## config.mk

```make
export PLATFORM = sky130hd
export DESIGN_NAME = arc_ctrl
export DESIGN_NICKNAME = d
export VERILOG_FILES = /design/src/rtl/arc_pkg.sv /design/src/rtl/arc_ctrl.sv
export SDC_FILE = /design/constraint.sdc
export NUM_CORES = 1
export LEC_CHECK = 0
export ABC_CLOCK_PERIOD_IN_PS = 3380
export BUFFER_PORTS_ARGS = -buffer_cell sky130_fd_sc_hd__buf_2
export CELL_PAD_IN_SITES_DETAIL_PLACEMENT = 2
export CELL_PAD_IN_SITES_GLOBAL_PLACEMENT = 2
export CORE_MARGIN = 2
export CORE_UTILIZATION = 30
export CTS_CLUSTER_DIAMETER = 30
export CTS_CLUSTER_SIZE = 16
export DETAILED_ROUTE_END_ITERATION = 8
export PLACE_DENSITY = 0.83
export RECOVER_POWER = 50
export REMOVE_ABC_BUFFERS = 1
export SYNTH_ARGS = -nofsm -noshare
export SYNTH_HDL_FRONTEND = slang
export SYNTH_SLANG_ARGS = --single-unit
```

## constraint.sdc

```tcl
create_clock -name clk_sys -period 3.38 [get_ports clk_sys]
set_input_delay 0.169 -clock clk_sys [delete_from_list [all_inputs] [get_ports clk_sys]]
set_output_delay 0.169 -clock clk_sys [all_outputs]
set_load 0.01 [all_outputs]
```

## src/rtl/arc_pkg.sv

```systemverilog
// Package: register map, field layout and constants for the converter control block
package arc_pkg;
   localparam logic [7:0] ADDR_RESULT_LOW = 8'h78;
   localparam logic [7:0] ADDR_RESULT_HIGH = 8'h79;
   localparam logic [7:0] ADDR_CTRL_A = 8'h7A;
   localparam logic [7:0] ADDR_CTRL_B = 8'h7B;
   localparam logic [7:0] ADDR_PIN_DISABLE = 8'h7E;
   localparam logic [7:0] ADDR_INPUT_SELECT = 8'h7C;
   // Control A fields
   localparam int CA_ENABLE = 7;
   localparam int CA_START = 6;
   localparam int CA_AUTO = 5;
   localparam int CA_DONE = 4;
   localparam int CA_IRQ_EN = 3;
   // Control B / input select fields
   localparam int CB_CMP_MUX = 6;
   localparam int IS_LEFT_ALIGN = 5;
   localparam int IS_DIFF_LO = 3;
   localparam logic [7:0] CTRL_A_RESET = 8'h00;
   localparam logic [7:0] CTRL_B_RESET = 8'h00;
   localparam logic [7:0] PIN_DISABLE_RESET = 8'h00;
   localparam logic [7:0] INPUT_SELECT_RESET = 8'h00;
   localparam logic [9:0] RESULT_RESET = 10'h000;
   localparam logic [2:0] TRIG_FREE_RUN = 3'h0;
   // Conversion lengths in converter clocks
   localparam logic [4:0] FIRST_CONV_CYCLES = 5'd25;
   localparam logic [4:0] NORMAL_CONV_CYCLES = 5'd13;
   localparam logic [6:0] PRESCALE_MAX = 7'h7F;

   typedef struct packed {
      logic [7:0] addr;
      logic [7:0] wdata;
      logic wr;
      logic rd;
   } arc_bus_req_s;

   typedef struct packed {
      logic cmp;
      logic ext_int0;
      logic t0_cmp_a;
      logic t0_ovf;
      logic t1_cmp_b;
      logic t1_ovf;
      logic t1_capture;
   } arc_trig_flags_s;

   typedef enum logic [2:0] {
      ST_IDLE = 3'b001,
      ST_CONV = 3'b010,
      ST_DONE = 3'b100
   } arc_state_e;
endpackage

```

## src/rtl/arc_ctrl.sv

```systemverilog
// Converter control: prescaler, result pair with read lock, auto trigger, pin disables
//
// Functional notes
// - Interrupt requested only with enable and global enable
// - 3-bit prescaler divides 2,2,4..128
// - Result low byte at base, high at base+1
// - Finished conversion loads result bytes
// - Low byte read locks pair until high read
// - Clear align bit right-aligns 10-bit result
// - Set align bit left-aligns result
// - High-only read needs no lock
// - Comparator mux routed when enabled and converter off
// - Trigger source ignored without auto-trigger
// - Auto-trigger starts on selected flag rising edge
// - Source switch from clear to set triggers
// - Switching to free-running never triggers
// - Trigger source code table
// - Disable bit kills buffer, port bit reads zero
// - Done flag set on update, cleared by vector or one
// - Align change affects view immediately
// - First conversion 25 clocks, later ones 13
//
// Our own choice: the strobed register port.
`timescale 1ns/10ps
module arc_ctrl
   import arc_pkg::*;
(
   input wire logic clk_sys,
   input wire logic reset,
   input wire logic [7:0] bus_addr,
   input wire logic [7:0] bus_wdata,
   input wire logic bus_wr,
   input wire logic bus_rd,
   output logic [7:0] bus_rdata,
   input wire logic global_irq_enable,
   input wire logic irq_vector_ack,
   input wire arc_pkg::arc_trig_flags_s trig_flags,
   input wire logic [9:0] core_result,
   input wire logic core_result_valid,
   input wire logic [7:0] pin_raw,
   output logic conv_clock_en,
   output logic core_start,
   output logic core_first,
   output logic [4:0] channel_gain_field,
   output logic comparator_mux_sel,
   output logic [7:0] pin_buffer_off,
   output logic [7:0] port_pin_value,
   output logic conv_irq
);
   import arc_pkg::*;

   logic [7:0] ctrl_a_q;
   logic [7:0] ctrl_b_q;
   logic [7:0] pin_disable_q;
   logic [7:0] input_sel_q;
   logic [9:0] result_q;
   logic lock_q;
   logic done_q;
   logic busy_q;
   logic initialized_q;
   logic [6:0] presc_cnt_q;
   logic [4:0] conv_cnt_q;
   logic trig_sel_q;
   logic [7:0] pin_sync1_q;
   logic [7:0] pin_sync2_q;
   arc_state_e state_q;
   logic trig_sel;
   logic trig_edge;
   logic conv_tick;
   logic conv_finish;
   logic sw_start;
   logic start_conv;
   logic [15:0] view;
   logic [6:0] presc_limit;
   logic [7:0] rdata_d;

   // Division minus one; codes 000 and 001 both divide by two
   function automatic logic [6:0] presc_div(input logic [2:0] code);
      logic [6:0] lim;
      lim = 7'h01;
      if (code > 3'h1)
      begin
         lim = PRESCALE_MAX >> (3'h7 - code);
      end
      return lim;
   endfunction

   function automatic logic pick_flag(input logic [2:0] code, input arc_trig_flags_s f, input logic done);
      logic v;
      v = 1'b0;
      case (code)
         3'h0: v = done;
         3'h1: v = f.cmp;
         3'h2: v = f.ext_int0;
         3'h3: v = f.t0_cmp_a;
         3'h4: v = f.t0_ovf;
         3'h5: v = f.t1_cmp_b;
         3'h6: v = f.t1_ovf;
         default: v = f.t1_capture;
      endcase
      return v;
   endfunction

   assign presc_limit = presc_div(ctrl_a_q[2:0]);
   assign conv_tick = ctrl_a_q[CA_ENABLE] && (presc_cnt_q == presc_limit);
   // Free-running selects done flag as level, but the edge is masked below
   assign trig_sel = pick_flag(ctrl_b_q[2:0], trig_flags, done_q);
   assign trig_edge = ctrl_a_q[CA_AUTO] && trig_sel && !trig_sel_q
      && (ctrl_b_q[2:0] != TRIG_FREE_RUN);
   assign sw_start = bus_wr && (bus_addr == ADDR_CTRL_A) && bus_wdata[CA_START];
   assign start_conv = ctrl_a_q[CA_ENABLE] && !busy_q && (sw_start || trig_edge
      || (ctrl_a_q[CA_AUTO] && ctrl_b_q[2:0] == TRIG_FREE_RUN && state_q == ST_DONE));
   assign conv_finish = busy_q && conv_tick && (conv_cnt_q == 5'd1);

   // Prescaler runs only while the converter is enabled
   always_ff @(posedge clk_sys)
   begin
      if (reset || !ctrl_a_q[CA_ENABLE] || conv_tick)
      begin
         presc_cnt_q <= 7'h00;
      end
      else
      begin
         presc_cnt_q <= presc_cnt_q + 7'h01;
      end
   end

   always_ff @(posedge clk_sys)
   begin
      if (reset)
      begin
         conv_clock_en <= 1'b0;
      end
      else
      begin
         conv_clock_en <= conv_tick;
      end
   end

   // Conversion sequencer
   always_ff @(posedge clk_sys)
   begin
      if (reset)
      begin
         state_q <= ST_IDLE;
         busy_q <= 1'b0;
         conv_cnt_q <= 5'd0;
         initialized_q <= 1'b0;
         core_start <= 1'b0;
         core_first <= 1'b0;
      end
      else
      begin
         core_start <= 1'b0;
         if (!ctrl_a_q[CA_ENABLE])
         begin
            // Disabling aborts and forces the long init conversion next
            state_q <= ST_IDLE;
            busy_q <= 1'b0;
            initialized_q <= 1'b0;
         end
         else
         begin
            case (state_q)
               ST_IDLE, ST_DONE:
               begin
                  state_q <= ST_IDLE;
                  if (start_conv)
                  begin
                     state_q <= ST_CONV;
                     busy_q <= 1'b1;
                     core_start <= 1'b1;
                     core_first <= !initialized_q;
                     conv_cnt_q <= initialized_q ? NORMAL_CONV_CYCLES : FIRST_CONV_CYCLES;
                  end
               end
               ST_CONV:
               begin
                  if (conv_tick)
                  begin
                     conv_cnt_q <= conv_cnt_q - 5'd1;
                  end
                  if (conv_finish)
                  begin
                     state_q <= ST_DONE;
                     busy_q <= 1'b0;
                     initialized_q <= 1'b1;
                  end
               end
               default:
               begin
                  state_q <= ST_IDLE;
               end
            endcase
         end
      end
   end

   // Result capture honours the read lock
   always_ff @(posedge clk_sys)
   begin
      if (reset)
      begin
         result_q <= RESULT_RESET;
      end
      else if (core_result_valid && !lock_q)
      begin
         result_q <= core_result;
      end
   end

   always_ff @(posedge clk_sys)
   begin
      if (reset)
      begin
         lock_q <= 1'b0;
      end
      else if (bus_rd && bus_addr == ADDR_RESULT_HIGH)
      begin
         lock_q <= 1'b0;
      end
      else if (bus_rd && bus_addr == ADDR_RESULT_LOW)
      begin
         lock_q <= 1'b1;
      end
   end

   // Done flag: set wins over clear
   always_ff @(posedge clk_sys)
   begin
      if (reset)
      begin
         done_q <= 1'b0;
      end
      else if (core_result_valid && !lock_q)
      begin
         done_q <= 1'b1;
      end
      else if (irq_vector_ack || (bus_wr && bus_addr == ADDR_CTRL_A && bus_wdata[CA_DONE]))
      begin
         done_q <= 1'b0;
      end
   end

   always_ff @(posedge clk_sys)
   begin
      if (reset)
      begin
         trig_sel_q <= 1'b0;
      end
      else
      begin
         trig_sel_q <= trig_sel;
      end
   end

   always_ff @(posedge clk_sys)
   begin
      if (reset)
      begin
         ctrl_a_q <= CTRL_A_RESET;
         ctrl_b_q <= CTRL_B_RESET;
         pin_disable_q <= PIN_DISABLE_RESET;
         input_sel_q <= INPUT_SELECT_RESET;
      end
      else if (bus_wr)
      begin
         if (bus_addr == ADDR_CTRL_A)
         begin
            // Start and done are held elsewhere; stored copies stay zero
            ctrl_a_q <= {bus_wdata[7], 1'b0, bus_wdata[5], 1'b0, bus_wdata[3:0]};
         end
         else if (bus_addr == ADDR_CTRL_B)
         begin
            ctrl_b_q <= {1'b0, bus_wdata[6], 3'b000, bus_wdata[2:0]};
         end
         else if (bus_addr == ADDR_PIN_DISABLE)
         begin
            pin_disable_q <= bus_wdata;
         end
         else if (bus_addr == ADDR_INPUT_SELECT)
         begin
            input_sel_q <= bus_wdata;
         end
      end
   end

   // Alignment is applied on read so it changes at once
   assign view = input_sel_q[IS_LEFT_ALIGN] ? {result_q, 6'b000000}
      : {6'b000000, result_q};

   always_comb
   begin
      rdata_d = 8'h00;
      if (bus_addr == ADDR_RESULT_LOW)
      begin
         rdata_d = view[7:0];
      end
      else if (bus_addr == ADDR_RESULT_HIGH)
      begin
         rdata_d = view[15:8];
      end
      else if (bus_addr == ADDR_CTRL_A)
      begin
         rdata_d = {ctrl_a_q[7], busy_q, ctrl_a_q[5], done_q, ctrl_a_q[3:0]};
      end
      else if (bus_addr == ADDR_CTRL_B)
      begin
         rdata_d = ctrl_b_q;
      end
      else if (bus_addr == ADDR_PIN_DISABLE)
      begin
         rdata_d = pin_disable_q;
      end
      else if (bus_addr == ADDR_INPUT_SELECT)
      begin
         rdata_d = input_sel_q;
      end
   end

   always_ff @(posedge clk_sys)
   begin
      if (reset)
      begin
         bus_rdata <= 8'h00;
      end
      else if (bus_rd)
      begin
         bus_rdata <= rdata_d;
      end
      else
      begin
         bus_rdata <= 8'h00;
      end
   end

   // Pin values are asynchronous, so two stages first
   always_ff @(posedge clk_sys)
   begin
      if (reset)
      begin
         pin_sync1_q <= 8'h00;
         pin_sync2_q <= 8'h00;
      end
      else
      begin
         pin_sync1_q <= pin_raw;
         pin_sync2_q <= pin_sync1_q;
      end
   end

   always_ff @(posedge clk_sys)
   begin
      if (reset)
      begin
         port_pin_value <= 8'h00;
         pin_buffer_off <= 8'h00;
         comparator_mux_sel <= 1'b0;
         conv_irq <= 1'b0;
         channel_gain_field <= 5'h00;
      end
      else
      begin
         port_pin_value <= pin_sync2_q & ~pin_disable_q;
         pin_buffer_off <= pin_disable_q;
         comparator_mux_sel <= ctrl_b_q[CB_CMP_MUX] && !ctrl_a_q[CA_ENABLE];
         conv_irq <= done_q && ctrl_a_q[CA_IRQ_EN] && global_irq_enable;
         channel_gain_field <= input_sel_q[4:0];
      end
   end
endmodule

```

==> results.sh, run 1 <==
export IMPL_outcome="finished, violations left"
export IMPL_failed_checks="capacitance limit"
export IMPL_buffers_added_on_ports=81
export IMPL_number_of_core_rows=43
export IMPL_die_w_um=123
export IMPL_global_route_usage_total=0.185
export IMPL_gp_routability_congestion=0.846
export IMPL_cellPowerDensity_nw_per_um2=482
export IMPL_route_detailed_vias_per_inst=5.07
export IMPL_grt_pass1_vias=4007
export IMPL_critical_path_endpoint_type="register"
export IMPL_crit_fanout=7
export IMPL_grt_max_degree=55
export IMPL_cts_repair_resize_count=0
export IMPL_synth_most_common_cell="dfxtp_1"
export IMPL_power_leakage_nw=1.79
export IMPL_maxCapViolations=1
export IMPL_netSwitchingFraction=0.228
export IMPL_initial_core_util=0.308
export IMPL_global_route_wire_length_before_repair_mm=21.5
export IMPL_worst_pin_slew_ns=1.49
export IMPL_drc=0
export IMPL_drt_iter0_drc=152
export IMPL_design_die_area_um2=15200
export IMPL_critical_path_required_ns=3.57
export IMPL_internal_power_mw=1.88
export IMPL_clock_share_of_power=0.428
export IMPL_path_class="reg -> reg"
export IMPL_critical_path_max_stage_delay_ns=0.52
export IMPL_grt_most_used_layer="met2"
export IMPL_maxClockFrequency_ghz=0.435
export IMPL_slew_limit_headroom=0.00640
export IMPL_num_vias=3731
export IMPL_finalMaxSlewViolations=0
export IMPL_h_tree_depth=3
export IMPL_postCtsSetupRepairBufs=0
export IMPL_synthArstFlopShare=0
export IMPL_total_switching_power_mw=0.555
export IMPL_critPathArrivalTime_ns=2.48
export IMPL_yosysUniqueCellTypes=52
export IMPL_final_cell_area_um2=5050
export IMPL_area_growth_pct=18.3
export IMPL_yosysTopAreaCell="dfxtp_1"
export IMPL_worst_path_max_delay_cell="or4_1"
export IMPL_core_um2=13900
export IMPL_cts_sink_count=106
export IMPL_grt_met3_usage=0.0383
export IMPL_yosys_warnings=0
export IMPL_totalWireLength_mm=13.3
export IMPL_post_synth_cell_area_avg_um2=8.83
export IMPL_holdCritPathClass="in -> reg"
export IMPL_number_of_hold_violations_in_the_final_report=0
export IMPL_total_inserted_antenna_cells=0
export IMPL_post_synth_inst_count=484
export IMPL_cp_launch_type="register"
export IMPL_grt_overflow_total=0
export IMPL_syn_area_um2=4270
export IMPL_die_height_um=123
export IMPL_postSynthRegisterBits=106
export IMPL_cts_hold_fix_buffers=0
export IMPL_max_vdd_ir_drop_uv=235
export IMPL_synthTopCellsByCount="dfxtp_1, nand2_1, a21oi_1"
export IMPL_cts_tree="yes"
export IMPL_yosys_top_cells_area="dfxtp_1, nand2_1, nor2b_1, a21oi_1, nor2_1"
export IMPL_route_detailed_wl_per_inst_um=18.1
export IMPL_place_detailed_hpwl_mm=9.95
export IMPL_route_antenna_remaining_nets=0
export IMPL_finalClockSkew_ns=0.00704
export IMPL_setup_violations_final=0
export IMPL_cp_buffers_inverters=0
export IMPL_timing_critical_path_cells="or3b_1, or4_1, a211o_1, and2_4, a21oi_1, nor2_1"
export IMPL_numCtsBuffers=9
export IMPL_layout_worst_path_cycle_share=0.680
export IMPL_clockBufferDepth=2
export IMPL_grt_use_met1=0.227
export IMPL_synth_seq_area_share=0.497
export IMPL_power_sequential_fraction=0.525
export IMPL_grt_use_met2=0.322
export IMPL_detailed_routing_iterations_pass_1=4
export IMPL_clk_root_buffer_cell="clkbuf_16"
export IMPL_final_util=0.364
export IMPL_drive_gt1_frac=0.131
export IMPL_initial_antenna_violation_count=0
export IMPL_synthFlopType="dfxtp_1"
export IMPL_final_period_minus_worst_setup_slack_ns=2.30
export IMPL_power_share_combinational=0.047
export IMPL_clk_transition_reported_paths_ns=0.07
export IMPL_synth_top_area_frac=0.497
export IMPL_tns_ns=0
export IMPL_fillers=1605
export IMPL_synth_edff_count=0
export IMPL_critPathTopFamily="simple AND/OR/NAND/NOR gates"
export IMPL_final_net_count=602
export IMPL_rsz0062_at_grt="no"
export IMPL_io_pin_count=82
export IMPL_worst_skew_pair_late_latency_ns=0.36
export IMPL_placed_area_um2=4810
[metal layers]
| layer | share of wire | vias up | routed length (um) |
|---|---|---|---|
| li1 | - | 1801 | - |
| met1 | 0.44 | 1831 | 5870 |
| met2 | 0.50 | 83 | 6690 |
| met3 | 0.038 | 16 | 506 |
| met4 | 0.019 | 0 | 253 |
| met5 | 0 | - | 0 |
[layout by cell type (no fill, tap or decap), drive strengths merged, types with 3 or more instances in the layout]
master and n:
and3 4, a211oi 6, a22oi 5, xnor2 8, inv 10, nand4 3, mux2 5, o21ai 15
dfxtp 106, a21oi 46, nand2 69, nand3 12, nor4 4, nor3 8, nor3b 9, ha 3
buf 46, xor2 3, clkbuf 47, nor2 43, a221oi 7, and2 4, nand2b 5, mux2i 12
nor2b 38, or3 3, and4b 3
[state kept, by name, summed over array words and instances (netlist names), 7 cells and up]
name,cells
bus_rdata,8
input_sel_q,8
pin_buffer_off,8
pin_disable_q,8
pin_sync1_q,8
pin_sync2_q,8
port_pin_value,8
presc_cnt_q,7
result_q,10
[metrics by stage]
stage | setup slack (ns) | power (mW) | hold WS (ns) | cells
floorplan | 1.43 | 1.34 | 0.234 | 458
global placement | 1.30 | 1.42 | 0.378 | 720
detailed placement | 1.14 | 1.42 | 0.387 | 720
CTS | 1.13 | 2.46 | 0.0142 | 736
global route | 0.928 | 2.54 | 0.0185 | 736
finish | 1.08 | 2.44 | 0.0184 | 736
[kinds of logic after synthesis]
kind of cell / Yosys count / share of synthesized area
xor+xnor: 11 / 0.0225
buf+inv: 36 / 0.0316
compound gates: 93 / 0.135
flops: 106 / 0.497
simple gates: 218 / 0.264
mux: 17 / 0.0413
fa+ha+maj: 3 / 0.00879
[area by class of cell]
type | count | area (um2) | area share
flip-flops and latches | 106 | 2120 | 0.420
multi-input cells | 342 | 2020 | 0.399
repair buffers | 82 | 367 | 0.0725
clock buffers | 11 | 233 | 0.0460
well taps | 180 | 225 | 0.0446
clock inverters | 5 | 55.1 | 0.0109
inverters | 10 | 37.5 | 0.00743
[worst paths after layout]
path | start | end | slack (ns) | depth (start not counted)
worst max register to register | ctrl_a_q[7] | core_first | 1.08 | 6
worst min-delay path | pin_raw[5] | pin_sync1_q[5] | 0.02 | 2
worst min register to register | pin_sync1_q[7] | pin_sync2_q[7] | 0.44 | 1
worst max-delay path | ctrl_a_q[7] | core_first | 1.08 | 6
[power groups by stage]
stage	registers (mW)	logic [mW]	clock network, mW
floorplan	1.30	0.0388	0
global placement	1.31	0.113	0
detailed placement	1.31	0.117	0
CTS	1.28	0.118	1.07
global route	1.28	0.128	1.13
finish	1.28	0.115	1.04
Power figures use the tool's default switching activity.
==> inputs of run 2 (changes only) <==
ABC_CLOCK_PERIOD_IN_PS = 1850   (was 3380)
CORE_UTILIZATION = 29   (was 30)
PLACE_DENSITY = 0.84   (was 0.83)
clock period = 1.85 ns   (was 3.38 ns; I/O delays follow)
==> run 2 against run 1 <==
- the run ends with setup timing left
- critical path depth unchanged
- clock skew fell by 0.00083 ns
- largest power group unchanged
- clock power up 94%
- fmax increased by 15%
- setup slack worse by 1.2 ns
- core utilization increased by 2.4 points
- final area up 11%
- worst hold slack worse by 0.0091 ns
- global-route usage increased by 0.23 points
- routed wire length grew 11%
- power is 89% higher
==> results.sh, run 2 (same netlist as run 1, synthesis figures left out) <==
export IMPL_final_period_minus_worst_setup_slack_ns=2.00
export IMPL_initial_core_util=0.295
export IMPL_worst_hold_path_num_cells=3
export IMPL_tns_ns=-0.830
export IMPL_failed_checks="setup timing"
export IMPL_cellPowerDensity_nw_per_um2=819
export IMPL_grt_pass1_vias=4375
export IMPL_sequential_cell_area_um2=2130
export IMPL_slew_limit_headroom=0.529
export IMPL_placed_area_um2=5050
export IMPL_rsz0062_at_grt="yes"
export IMPL_setup_violations_final=9
export IMPL_gp_routability_congestion=0.853
export IMPL_critical_path_endpoint_type="register"
export IMPL_max_vdd_ir_drop_uv=391
export IMPL_clk_transition_reported_paths_ns=0.07
export IMPL_final_cell_area_um2=5620
export IMPL_netSwitchingFraction=0.221
export IMPL_cp_launch_type="register"
export IMPL_worst_skew_pair_late_latency_ns=0.35
export IMPL_finalMaxSlewViolations=0
export IMPL_layout_cells_most_common_list="dfxtp_1, nand2_1, buf_2"
export IMPL_place_detailed_hpwl_mm=10.8
export IMPL_die_height_um=125
export IMPL_setup_worst_path_start="busy_q"
export IMPL_power_leakage_nw=2.09
export IMPL_rr_worst_depth=6
export IMPL_totalWireLength_mm=14.8
export IMPL_global_route_usage_total=0.188
export IMPL_num_vias=3987
export IMPL_cts_sink_count=106
export IMPL_internal_power_mw=3.59
export IMPL_route_detailed_wl_per_inst_um=18.7
export IMPL_clk_root_buffer_cell="clkbuf_16"
export IMPL_holdCritPathClass="in -> reg"
export IMPL_grt_overflow_total=0
export IMPL_timing_critical_path_cells="or3b_4, or4_4, a211o_4, and2_4, buf_6, a21oi_2"
export IMPL_cp_buffers_inverters=1
export IMPL_critPathTopFamily="simple AND/OR/NAND/NOR gates"
export IMPL_critical_path_max_stage_delay_ns=0.44
export IMPL_route_antenna_remaining_nets=0
export IMPL_critPathArrivalTime_ns=2.28
export IMPL_critical_path_required_ns=2.13
export IMPL_die_w_um=125
export IMPL_finalClockSkew_ns=0.00621
export IMPL_io_pin_count=82
export IMPL_mostFrequentLayoutCell="dfxtp_1"
export IMPL_maxClockFrequency_ghz=0.499
export IMPL_placed_cells=755
export IMPL_grt_max_degree=34
export IMPL_layout_worst_path_cycle_share=1.08
export IMPL_design_die_area_um2=15700
export IMPL_final_net_count=653
export IMPL_layout_cells_non_filler=791
export IMPL_detailed_routing_iterations_pass_1=4
export IMPL_worst_path_max_delay_cell="or4_4"
export IMPL_initial_antenna_violation_count=1
export IMPL_clock_share_of_power=0.439
export IMPL_clockBufferDepth=2
export IMPL_core_um2=14500
export IMPL_min_delay_start="core_result[6]"
export IMPL_worst_pin_slew_ns=0.706
export IMPL_numCtsBuffers=9
export IMPL_largest_reg_flops=10
export IMPL_maxCapViolations=0
export IMPL_power_share_combinational=0.054
export IMPL_h_tree_depth=3
export IMPL_postLayoutSetupSlackWorst_ns=-0.153
export IMPL_multiInputGateArea_um2=2110
export IMPL_total_switching_power_mw=1.02
export IMPL_total_inserted_antenna_cells=0
export IMPL_critical_path_cell_count=6
export IMPL_drive_gt1_frac=0.226
export IMPL_area_growth_pct=31.6
export IMPL_number_of_core_rows=44
export IMPL_crit_fanout=3
export IMPL_global_route_wire_length_before_repair_mm=23.5
export IMPL_power_sequential_fraction=0.507
export IMPL_number_of_hold_violations_in_the_final_report=0
export IMPL_buffers_added_on_ports=81
export IMPL_r2r_setup_slack_ns=-0.15
export IMPL_cts_tree="yes"
export IMPL_r2r_start="busy_q"
export IMPL_drt_iter0_drc=160
export IMPL_outcome="finished, violations left"
export IMPL_drc=0
export IMPL_route_detailed_vias_per_inst=5.04
export IMPL_path_class="reg -> reg"
export IMPL_registers_top_by_ff_count="result_q"
export IMPL_fillers=1608
run 2: cell types whose count changed in the layout (fill, tap and decap cells not counted), sizes merged:
cell | before | now
buf | 46 | 84
clkinv | 2 | 1
dlygate4sd3 | 0 | 15
clkinvlp | 2 | 1
run 2: per-stage QoR:
step	worst slack, ns	utilization	hold WS, ns	power [mW]
6_report	-0.153	0.388	0.00934	4.61
3_5_place_dp	-0.201	0.349	0.310	2.61
3_3_place_gp	-0.127	0.349	0.302	2.60
4_1_cts	-0.0926	0.386	0.000388	4.66
2_1_floorplan	-0.104	-	0.157	2.45
5_1_grt	-0.182	0.388	0.0155	4.78
run 2: final timing paths:
check	endpoint
setup / recovery	state_q[1]
hold / removal	result_q[6]
setup reg to reg	state_q[1]
hold reg to reg	pin_sync2_q[5]
run 2: repair_timing:
action	CTS	global route
hold endpoints to repair	15	0
pin swaps	11	5
gates resized for setup	15	17
setup endpoints to repair	16	16
buffers inserted	3	2
hold buffers	15	0
run 2: cell type report:
type,count,share of cell area
Clock inverter,3,0.00823
Tap cell,184,0.0409
Timing Repair Buffer,133,0.142
Clock buffer,13,0.0481
Inverter,10,0.00668
Multi-Input combinational cell,342,0.375
Sequential cell,106,0.380
run 2: worst min-delay path, cell delays in order:
cell	delay, ns
buf_2	0.10
nand2_1	0.06
a21oi_1	0.06
run 2: power by group through the flow:
stage	logic (mW)	clock network [mW]	registers, mW
2_1_floorplan	0.0708	0	2.38
3_3_place_gp	0.213	0	2.39
3_5_place_dp	0.224	0	2.39
4_1_cts	0.252	2.07	2.34
5_1_grt	0.273	2.17	2.34
6_report	0.249	2.02	2.34
run 2: layer usage:
layer,track usage,share of wire
met1,0.218,0.44
met2,0.350,0.52
met3,0.0385,0.031
met4,0.0477,0.012
met5,0,0
==> inputs of run 3 (changes only) <==
REMOVE_ABC_BUFFERS = unset   (was 1)
==> run 3 against run 2 <==
- non-clock buffer count stayed put
- via count is 1.5% lower
- critical path depth unchanged
- the flow still finishes with violations (setup timing)
- critical path type unchanged
- routed wire length down 0.30%
- core utilization rose by 0.95 points
- worst hold slack worse by 0.0051 ns
- combinational power grew 3%
- sequential power barely moved
- final area grew 2.4%
- largest power group unchanged
- clock power increased by 7%
- setup slack gained 0.094 ns
- final cell count did not move
- critical endpoint is now conv_cnt_q[3]
==> results.sh, run 3 (same netlist as run 1, synthesis figures left out) <==
export IMPL_setup_worst_path_start="ctrl_a_q[7]"
export IMPL_cts_sink_count=106
export IMPL_setup_violations_final=7
export IMPL_finalClockSkew_ns=0.0138
export IMPL_r2r_start="ctrl_a_q[7]"
export IMPL_final_net_count=653
export IMPL_placed_cells=749
export IMPL_h_tree_depth=3
export IMPL_maxCapViolations=0
export IMPL_critical_path_endpoint_type="register"
export IMPL_rsz0062_at_grt="yes"
export IMPL_power_leakage_nw=2.29
export IMPL_drc=0
export IMPL_drive_gt1_frac=0.282
export IMPL_layout_cells_most_common_list="dfxtp_1, buf_2, nand2_1"
export IMPL_synth_net_count=535
export IMPL_core_um2=14500
export IMPL_numCtsBuffers=9
export IMPL_critPathArrivalTime_ns=2.22
export IMPL_final_util=0.398
export IMPL_number_of_hold_violations_in_the_final_report=0
export IMPL_grt_overflow_total=0
export IMPL_cp_launch_type="register"
export IMPL_tns_ns=-0.268
export IMPL_initial_core_util=0.295
export IMPL_timing_hold_ws_ns=0.00427
export IMPL_postLayoutSetupSlackWorst_ns=-0.0596
export IMPL_sequential_cell_area_um2=2140
export IMPL_total_inserted_antenna_cells=0
export IMPL_layout_worst_path_cycle_share=1.03
export IMPL_registers_top_by_ff_count="result_q"
export IMPL_rr_worst_depth=6
export IMPL_totalWireLength_mm=14.8
export IMPL_crit_fanout=4
export IMPL_multiInputGateArea_um2=2160
export IMPL_cellPowerDensity_nw_per_um2=825
export IMPL_worst_skew_pair_late_latency_ns=0.37
export IMPL_final_period_minus_worst_setup_slack_ns=1.91
export IMPL_number_of_core_rows=44
export IMPL_place_detailed_hpwl_mm=10.3
export IMPL_die_w_um=125
export IMPL_design_die_area_um2=15700
export IMPL_layout_cells_non_filler=791
export IMPL_route_detailed_wl_per_inst_um=18.7
export IMPL_cts_tree="yes"
export IMPL_failed_checks="setup timing"
export IMPL_placed_area_um2=5020
export IMPL_gp_routability_congestion=0.873
export IMPL_fillers=1589
export IMPL_drt_iter0_drc=175
export IMPL_die_height_um=125
export IMPL_grt_max_degree=79
export IMPL_detailed_routing_iterations_pass_1=5
export IMPL_outcome="finished, violations left"
export IMPL_r2r_setup_slack_ns=-0.06
export IMPL_worst_hold_path_num_cells=3
export IMPL_largest_reg_flops=10
export IMPL_max_vdd_ir_drop_uv=448
export IMPL_io_pin_count=82
export IMPL_initial_antenna_violation_count=0
export IMPL_global_route_wire_length_before_repair_mm=23.3
export IMPL_slew_limit_headroom=0.660
export IMPL_path_class="reg -> reg"
export IMPL_crit_end="conv_cnt_q[3]"
export IMPL_num_vias=3927
export IMPL_route_detailed_vias_per_inst=4.96
export IMPL_mostFrequentLayoutCell="dfxtp_1"
export IMPL_route_antenna_remaining_nets=0
export IMPL_final_cell_area_um2=5760
export IMPL_finalMaxSlewViolations=0
export IMPL_clk_root_buffer_cell="clkbuf_16"
export IMPL_global_route_usage_total=0.187
export IMPL_clockBufferDepth=2
export IMPL_buffers_added_on_ports=81
export IMPL_worst_pin_slew_ns=0.509
export IMPL_maxClockFrequency_ghz=0.524
export IMPL_area_growth_pct=34.8
export IMPL_critical_path_required_ns=2.16
export IMPL_holdCritPathClass="in -> reg"
export IMPL_clk_transition_reported_paths_ns=0.08
export IMPL_endpoint_of_the_most_critical_register_to_register_path="conv_cnt_q[3]"
export IMPL_grt_pass1_vias=4347
-- run 3: cell count changes in the layout (fill, tap and decap cells not counted), moves of 2 or more --
cell | previous run | this run
nor3_2 | 2 | 0
inv_6 | 0 | 2
dfxtp_1 | 98 | 96
buf_6 | 2 | 0
nor3_4 | 0 | 2
buf_4 | 34 | 32
buf_2 | 48 | 81
clkbuf_1 | 34 | 0
dlygate4sd3_1 | 15 | 19
clkbuf_8 | 3 | 1
dfxtp_4 | 1 | 4
-- run 3: layout make-up --
class	instances	area share
Clock buffer	10	0.0415
Clock inverter	6	0.0163
Inverter	10	0.00652
Multi-Input combinational cell	342	0.375
Sequential cell	106	0.372
Tap cell	184	0.0400
Timing Repair Buffer	133	0.149
-- run 3: timing repair --
item,CTS,global route
setup buffers,0,7
hold buffers,19,0
pin swaps,5,12
setup endpoints to repair,14,15
hold endpoints to repair,19,0
cloned,0,0
resized for setup,12,28
-- run 3: critical path: stages, from the launching register on --
cell     delay [ns]
dfxtp_2        0.34
or3b_4         0.38
or4_4          0.42
a211o_4        0.31
and2_4         0.18
o21ai_4        0.08
o211a_1        0.15
-- run 3: stage by stage --
stage / power [mW] / setup WS [ns]
final: 4.75 / -0.0596
after global routing: 4.92 / -0.120
after CTS: 4.79 / -0.0466
after detailed placement: 2.61 / -0.216
after global placement: 2.60 / -0.0265
after floorplan: 2.49 / 0.0183
-- run 3: worst min-delay path by stage --
| stage | slack, ns | startpoint | endpoint |
|---|---|---|---|
| after floorplan | 0.22 | pin_raw[0] | pin_sync1_q[0] |
| after global placement | 0.30 | pin_raw[5] | pin_sync1_q[5] |
| after detailed placement | 0.31 | pin_raw[4] | pin_sync1_q[4] |
| after CTS | 0.0004 | core_result[6] | result_q[6] |
| after global routing | 0.009 | core_result[7] | result_q[7] |
| final | 0.004 | core_result[0] | result_q[0] |
-- run 3: where the power goes --
group          leakage (nW)  total (mW)  switching (mW)  internal, mW
clock                 0.165        2.16           0.923          1.24
combinational          1.26       0.257           0.141         0.116
sequential            0.866        2.33          0.0205          2.31
total                  2.29        4.75            1.08          3.67
-- run 3: metal layers --
metal	up-vias	GRT usage	wire, um
li1	1908	-	-
met1	1932	0.213	6140
met2	66	0.343	7890
met3	21	0.0334	398
met4	0	0.0771	350
met5	-	0	0
